`config.mk`:
```
export PLATFORM = sky130hd
export DESIGN_NAME = spc_loader
export DESIGN_NICKNAME = d
export VERILOG_FILES = /design/src/pkg/spc_pkg.sv /design/src/logic/spc_sync.sv /design/src/logic/spc_loader.sv
export SDC_FILE = /design/constraint.sdc
export NUM_CORES = 1
export LEC_CHECK = 0
export BUFFER_PORTS_ARGS = -buffer_cell sky130_fd_sc_hd__buf_2
export CAP_MARGIN = 40
export CORE_MARGIN = 2
export CORE_UTILIZATION = 59
export CTS_CLUSTER_SIZE = 8
export DETAILED_ROUTE_END_ITERATION = 10
export MAX_ROUTING_LAYER = met4
export PLACE_DENSITY = 0.79
export SLEW_MARGIN = 25
export SYNTH_ARGS = -nofsm -noshare
export SYNTH_HDL_FRONTEND = slang
export SYNTH_SLANG_ARGS = --single-unit
```
`constraint.sdc`:
```
create_clock -name i_clk -period 2.8 [get_ports i_clk]
set_input_delay 0.28 -clock i_clk [delete_from_list [all_inputs] [get_ports i_clk]]
set_output_delay 0.28 -clock i_clk [all_outputs]
set_load 0.05 [all_outputs]
```
`src/pkg/spc_pkg.sv`:
```
// constants and types for the serial and byte-wide configuration loader
package spc_pkg;
  // ****************************************
  // mode pin patterns, ordered hi, mid, lo
  // ****************************************
  localparam logic [2:0] SPC_MODE_SERIAL = 3'h7;
  localparam logic [2:0] SPC_MODE_ASYNC  = 3'h5;

  // ****************************************
  // timing: clock rate in MHz, period in ns, counts in config or system clocks
  // ****************************************
  localparam int SPC_CLK_MHZ           = 50;
  localparam int SPC_CONFIG_CLOCK_NS           = 160;   // internal config clock period
  localparam int SPC_CONFIG_CLOCK_DIV          = (SPC_CONFIG_CLOCK_NS * SPC_CLK_MHZ) / 1000;
  localparam int SPC_BUSY_MIN_CONFIG_CLOCK     = 2;
  localparam int SPC_BUSY_MAX_CONFIG_CLOCK     = 9;
  localparam int SPC_INIT_CLEAR_CYCLES = 16;    // init held low after reset
  localparam logic [7:0] SPC_BYTE_RESET = 8'h00;

  // loader states
  typedef enum logic [2:0] {
    SPC_ST_INIT  = 3'b001,
    SPC_ST_LOAD  = 3'b010,
    SPC_ST_IDLE  = 3'b100
  } spc_state_t;
endpackage : spc_pkg

```
`src/logic/spc_sync.sv`:
```
// two flip-flop synchroniser for a group of pin inputs
`timescale 1ns/1ps
module spc_sync #(
  parameter int W = 1
) (
  // clock and reset
  input  wire logic         i_clk,
  input  wire logic         i_reset,
  // pins
  input  wire logic [W-1:0] i_async,
  output logic      [W-1:0] o_sync
);
  logic [W-1:0] meta_q;

  // first stage feeds only the second
  always_ff @(posedge i_clk) begin
    if (i_reset) begin
      meta_q <= '0;
      o_sync <= '0;
    end else begin
      meta_q <= i_async;
      o_sync <= meta_q;
    end
  end
endmodule : spc_sync

```
`src/logic/spc_loader.sv`:
```
// serial slave and byte-wide asynchronous configuration loader
`timescale 1ns/1ps
module spc_loader
  import spc_pkg::*;
#(
  parameter int INIT_CYCLES = SPC_INIT_CLEAR_CYCLES,
  parameter int CONFIG_CLOCK_DIV    = SPC_CONFIG_CLOCK_DIV
) (
  // clock and reset
  input  wire logic       i_clk,
  input  wire logic       i_reset,
  // mode pins (pulled up outside)
  input  wire logic       i_mode_sel_hi,
  input  wire logic       i_mode_sel_mid,
  input  wire logic       i_mode_sel_lo,
  // serial link
  input  wire logic       i_config_clock,
  input  wire logic       i_serial_din,
  output logic            o_serial_dout,
  // init open-drain pin
  input  wire logic       i_init,
  output logic            o_init,
  output logic            o_init_oe,
  // byte-wide host port
  input  wire logic       i_chip_select_low_active_n,
  input  wire logic       i_chip_select_high_active,
  input  wire logic       i_write_strobe_n,
  input  wire logic       i_read_strobe_n,
  input  wire logic [7:0] i_data,
  output logic            o_ready_busy,
  // config stream toward the fabric
  output logic            o_cfg_bit,
  output logic            o_cfg_valid,
  output logic            o_init_seen_high,
  // frame length the core itself needs
  input  wire logic [31:0] i_own_bits
);
  // ****************************************
  // pin synchronisers
  // ****************************************
  logic [14:0] pins_s;
  spc_sync #(.W(15)) u_sync (
    .i_clk   (i_clk),
    .i_reset (i_reset),
    .i_async ({i_mode_sel_hi, i_mode_sel_mid, i_mode_sel_lo, i_config_clock,
               i_serial_din, i_init, i_chip_select_low_active_n,
               i_chip_select_high_active, i_write_strobe_n, i_read_strobe_n,
               i_data[4:0]}),
    .o_sync  (pins_s)
  );
  // data bits 7:5 get their own two stages, same delay as the strobe decode
  logic [2:0] data_hi_s;
  spc_sync #(.W(3)) u_sync_d (
    .i_clk   (i_clk),
    .i_reset (i_reset),
    .i_async (i_data[7:5]),
    .o_sync  (data_hi_s)
  );

  logic [2:0] mode_s;
  logic       config_clock_s;
  logic       din_s;
  logic       init_s;
  logic       write_act;
  logic [7:0] data_s;
  assign mode_s    = pins_s[14:12];
  assign config_clock_s    = pins_s[11];
  assign din_s     = pins_s[10];
  assign init_s    = pins_s[9];
  assign data_s    = {data_hi_s, pins_s[4:0]};
  assign write_act = !pins_s[8] && pins_s[7] && !pins_s[6] && pins_s[5];

  // ****************************************
  // mode latch and init sequencing
  // ****************************************
  spc_state_t state_q;
  logic [2:0] mode_q;
  logic [15:0] init_cnt_q;
  logic        is_serial;
  logic        is_async;
  // serial slave on 111; pull-ups make floating pins read 111
  assign is_serial = (mode_q == SPC_MODE_SERIAL);
  assign is_async  = (mode_q == SPC_MODE_ASYNC);

  // mode caught once after reset, after sync settles
  always_ff @(posedge i_clk) begin
    if (i_reset) begin
      state_q    <= SPC_ST_INIT;
      mode_q     <= SPC_MODE_SERIAL;
      init_cnt_q <= 16'h0000;
    end else begin
      case (state_q)
        SPC_ST_INIT: begin
          init_cnt_q <= init_cnt_q + 16'h0001;
          if (init_cnt_q == 16'(INIT_CYCLES)) begin
            mode_q  <= mode_s;
            state_q <= SPC_ST_LOAD;
          end
        end
        SPC_ST_LOAD: state_q <= SPC_ST_LOAD;
        default:     state_q <= SPC_ST_INIT;
      endcase
    end
  end

  // open drain: only ever drive low, release to the pull-up
  assign o_init    = 1'b0;
  assign o_init_oe = (state_q == SPC_ST_INIT);
  // the shared wire high tells every chained device is ready
  assign o_init_seen_high = init_s && (state_q == SPC_ST_LOAD);

  // ****************************************
  // serial slave path
  // ****************************************
  logic config_clock_d1_q;
  logic config_clock_rise;
  logic config_clock_fall;
  logic [31:0] bit_cnt_q;
  logic fwd_q;
  logic fwd_pend_q;
  logic ser_bit_q;
  logic ser_valid_q;
  always_ff @(posedge i_clk) begin
    if (i_reset) config_clock_d1_q <= 1'b0;
    else         config_clock_d1_q <= config_clock_s;
  end
  // config clock comes from the source; edges found here
  assign config_clock_rise = config_clock_s && !config_clock_d1_q;
  assign config_clock_fall = !config_clock_s && config_clock_d1_q;

  // sample data on rising config clock edge
  always_ff @(posedge i_clk) begin
    if (i_reset) begin
      bit_cnt_q   <= 32'h0000_0000;
      ser_bit_q   <= 1'b0;
      ser_valid_q <= 1'b0;
      fwd_pend_q  <= 1'b0;
      fwd_q       <= 1'b1;
    end else begin
      ser_valid_q <= 1'b0;
      if (is_serial && state_q == SPC_ST_LOAD && config_clock_rise) begin
        // own bits stay here; surplus bits go downstream
        if (bit_cnt_q < i_own_bits) begin
          bit_cnt_q   <= bit_cnt_q + 32'h0000_0001;
          ser_bit_q   <= din_s;
          ser_valid_q <= 1'b1;
          fwd_pend_q  <= 1'b1;   // downstream sees ones while own bits load
        end else begin
          fwd_pend_q  <= din_s;
        end
      end
      // output moves half a period later on falling edge
      if (config_clock_fall) begin
        fwd_q <= fwd_pend_q;
      end
    end
  end
  assign o_serial_dout = fwd_q;

  // ****************************************
  // byte-wide path: holding and shift stage
  // ****************************************
  logic       write_d1_q;
  logic       write_end;
  logic [7:0] data_held_q;
  logic [7:0] hold_q;
  logic       hold_full_q;
  logic [7:0] shift_q;
  logic [3:0] shift_cnt_q;
  logic [7:0] div_q;
  logic       tick;
  logic       par_bit_q;
  logic       par_valid_q;
  logic [3:0] busy_cnt_q;

  // free-running internal config clock; phase sets start delay
  always_ff @(posedge i_clk) begin
    if (i_reset || div_q == 8'(CONFIG_CLOCK_DIV - 1)) div_q <= 8'h00;
    else                                       div_q <= div_q + 8'h01;
  end
  assign tick = (div_q == 8'(CONFIG_CLOCK_DIV - 1));

  always_ff @(posedge i_clk) begin
    if (i_reset) write_d1_q <= 1'b0;
    else         write_d1_q <= write_act;
  end
  // byte taken at strobe release, from the copy latched while the strobe was low
  assign write_end = write_d1_q && !write_act;

  // last byte seen while the strobe was low; host may drop data with it
  always_ff @(posedge i_clk) begin
    if (i_reset)        data_held_q <= SPC_BYTE_RESET;
    else if (write_act) data_held_q <= data_s;
  end

  // two-stage converter; hold waits while shifter busy
  always_ff @(posedge i_clk) begin
    if (i_reset) begin
      hold_q      <= SPC_BYTE_RESET;
      hold_full_q <= 1'b0;
      shift_q     <= SPC_BYTE_RESET;
      shift_cnt_q <= 4'h0;
      par_bit_q   <= 1'b0;
      par_valid_q <= 1'b0;
    end else begin
      par_valid_q <= 1'b0;
      if (write_end && is_async && state_q == SPC_ST_LOAD) begin
        hold_q      <= data_held_q;
        hold_full_q <= 1'b1;
      end
      if (tick) begin
        if (shift_cnt_q != 4'h0) begin
          par_bit_q   <= shift_q[7];
          par_valid_q <= 1'b1;
          shift_q     <= {shift_q[6:0], 1'b0};
          shift_cnt_q <= shift_cnt_q - 4'h1;
        end else if (hold_full_q && !write_end) begin
          shift_q     <= hold_q;
          shift_cnt_q <= 4'h8;
          hold_full_q <= 1'b0;
        end
      end
    end
  end

  // busy from accept until hold frees, at least two periods
  always_ff @(posedge i_clk) begin
    if (i_reset) busy_cnt_q <= 4'h0;
    else if (write_end && is_async && state_q == SPC_ST_LOAD)
      // one extra tick: the first may follow at once, still two full periods
      busy_cnt_q <= 4'(SPC_BUSY_MIN_CONFIG_CLOCK + 1);
    else if (tick && busy_cnt_q != 4'h0) busy_cnt_q <= busy_cnt_q - 4'h1;
  end
  // host sees busy low while converter full
  assign o_ready_busy = !(hold_full_q || busy_cnt_q != 4'h0);

  // ****************************************
  // merged stream toward the core
  // ****************************************
  always_ff @(posedge i_clk) begin
    if (i_reset) begin
      o_cfg_bit   <= 1'b0;
      o_cfg_valid <= 1'b0;
    end else begin
      o_cfg_valid <= ser_valid_q || par_valid_q;
      o_cfg_bit   <= is_serial ? ser_bit_q : par_bit_q;
    end
  end
endmodule : spc_loader

```
==> flow_summary.ini <==
[floorplanning]
coreArea_mm2 = 0.0108
rows = 38
start_util_pct = 60.3
io-pin-count = 59
die_area_mm2 = 0.0119
chipWidth_um = 109
die_y_um = 109

[final_layout]
area_growth_pct = 19.4
fin_cells = 973
final_util_pct = 72.0
final_area_mm2 = 0.00781
drive_above_1_share_pct = 16.7
layout.nets = 911
antenna_cells = 0

[global_routing]
grt_util_met3_pct = 6.58
grt_start_max_net_pins = 92
grt_busiest_layer = met2
overflow = 0
use_met2_pct = 42.4
grt_use_met1_pct = 29.8
grt_pass1_vias = 5203
track_usage_pct = 25.2
grt_pass1_wl_um = 23100
antenna_found_initial = 0

[placement]
dp_slack_ns = 0.0339
portBuffers = 57
dpl.hpwl_um = 9000
dpl_cell_area_mm2 = 0.00699
gp_congestion = 0.840
dp_cells = 925

[synth]
synth-edff-count = 0
ys_types = 46
ys.flop_type = dfxtp_1
yosysSeqAreaShare_pct = 42.9
yosysTopAreaCellShare_pct = 42.9
yosysMostFrequentCell = dfxtp_1
synth_seq_cells = 140
synth_warnings = 0
syn_avg_cell_area_um2 = 8.66
syn-cell-area_mm2 = 0.00654
synthTopCellsByCount = dfxtp_1, nor2_1, nor2b_1, nand2_1, inv_1
netlist_instances = 755
synth.net_count = 845
synth_top_cell_by_area = dfxtp_1
ys_top_cells_by_area = dfxtp_1, ha_1, nor2b_1, mux2_2, nor2_1
async_flop_share_pct = 0

[clock_tree]
cts.clk_slew.worst_paths_ns = 0.06
clock-sinks = 140
h-tree-depth = 4
cts.path.max_buffers = 2
cts_tree = built
insertion_delay_ns = 0.52
cts_buffers = 17
cts-root-buf = clkbuf_8

[sta]
rsz0062_at_grt = false
drv_slew = 0
skew_ns = 0.00874
relSlewSlack_pct = 47.5
setup-tns-final_ns = 0
setup_viol = 0
worst_slack_ns = 0.0924
max_freq_mhz = 369
min_period_ns = 2.71
worst_pin_slew_ns = 0.784
hold_slack_ns = 0.0260
hold_viol_final = 0
fin_crit_sh_pct = 96.7

[hold_path]
worstHoldStart = i_config_clock
hp-class = primary input to flip-flop
holdPathStages = 2

[worst_setup_path]
reg2reg_depth = 8
startpoint = bit_cnt_q[19]
cp-end-kind = flip-flop
cp_max_fo = 39
r2r_start = bit_cnt_q[19]
cp.arrival_ns = 3.11
start_kind = flip-flop
critPathRequiredTime_ns = 3.21
critical_path_class = flip-flop to flip-flop

[power]
powerDensity_mw_per_mm2 = 597
power.leakage_nw = 3.31
p_total_mw = 4.66
max-vdd-ir-drop_mv = 0.472

[routing]
drt-total-wl_um = 13600
post_drt_wl_per_cell_um = 14.0
dr.pass1.iters = 5
num_vias = 5431
viasPerCell = 5.58
drtIter0Drc = 309
drc_errors = 0
ant_nets = 0

[run]
cap_viol_max_count = 0

[status]
outcome = finished clean
critical path, stage by stage, from the launching register on:
cell and delay [ns]:
dfxtp_1 0.40, ha_1 0.28, a21oi_1 0.12, o21ai_1 0.09, a221o_1 0.35, a2111o_1 0.45, buf_12 0.19, nor4_1 0.32
mux2_2 0.38
per-layer routing:
metal	routed length, um	share of wire (%)	vias to the layer above
met4	157	1.2	0
met2	6780	50	128
met1	6040	45	2554
met5	0	0	-
li1	-	-	2734
met3	591	4.4	15
flip-flops by register name, summed over array words and instances, names as in the netlist, 2 cells and up:
signal,cells
u_sync.o_sync,15
busy_cnt_q,4
bit_cnt_q,32
init_cnt_q,16
mode_q,3
div_q,8
shift_q,8
u_sync.meta_q,15
u_sync_d.meta_q,3
shift_cnt_q,4
state_q,2
data_held_q,8
u_sync_d.o_sync,3
hold_q,8
final cells by class:
type | count | area [um^2]
flip-flops and latches | 140 | 2800
repair buffers | 87 | 603
clock inverters | 12 | 163
clock buffers | 19 | 432
well taps | 140 | 175
inverters | 47 | 176
fillers | 786 | 3030
multi-input cells | 528 | 3450
repair_timing:
action                                  4_1_cts  5_1_grt
endpoints found under the setup margin        0        6
buffers inserted                              0        0
endpoints found under the hold margin        16        0
hold buffers                                 16        0
gates resized for setup                       0        7
report_power, final:
group	leakage [nW]	switching, mW	total (mW)	internal (mW)
registers	1.14	0.0351	2.08	2.05
logic	1.88	0.202	0.351	0.149
clock network	0.285	0.841	2.22	1.38
path summary, 6_finish.rpt:
check / to / slack (ns)
max: bit_cnt_q[27] / 0.09
min: u_sync.meta_q[11] / 0.03
max reg2reg: bit_cnt_q[27] / 0.09
min reg2reg: u_sync.o_sync[7] / 0.43
layout by cell type (no fill, tap or decap), types with 8 or more instances in the layout:
cell / count
dlygate4sd3_1: 16
clkbuf_16: 16
ha_1: 38
nand2_1: 60
nand4_1: 23
a21oi_1: 44
buf_2: 56
nand3_1: 29
xnor2_1: 8
inv_1: 47
nor2b_1: 65
mux2_2: 25
or4_1: 8
and3_1: 11
nor2_1: 75
o21ai_0: 10
a211oi_1: 9
dfxtp_1: 140
buf_4: 11
xor2_1: 14
mux2i_1: 12
nor3_1: 28
logic make-up (layout without fill, tap and decap cells):
family          count (synthesis)  after routing  share of synthesized area, %
fa+ha+maj                      38             38                          7.27
buf+inv                        87            165                          5.22
compound gates                 84             84                          7.79
xor+xnor                       22             22                          2.95
mux                            37             37                          6.14
simple gates                  346            346                          27.7
flops                         140            140                          42.9
other cells                     1              1                        0.0574
No activity file was read; power rests on OpenSTA's default activity.
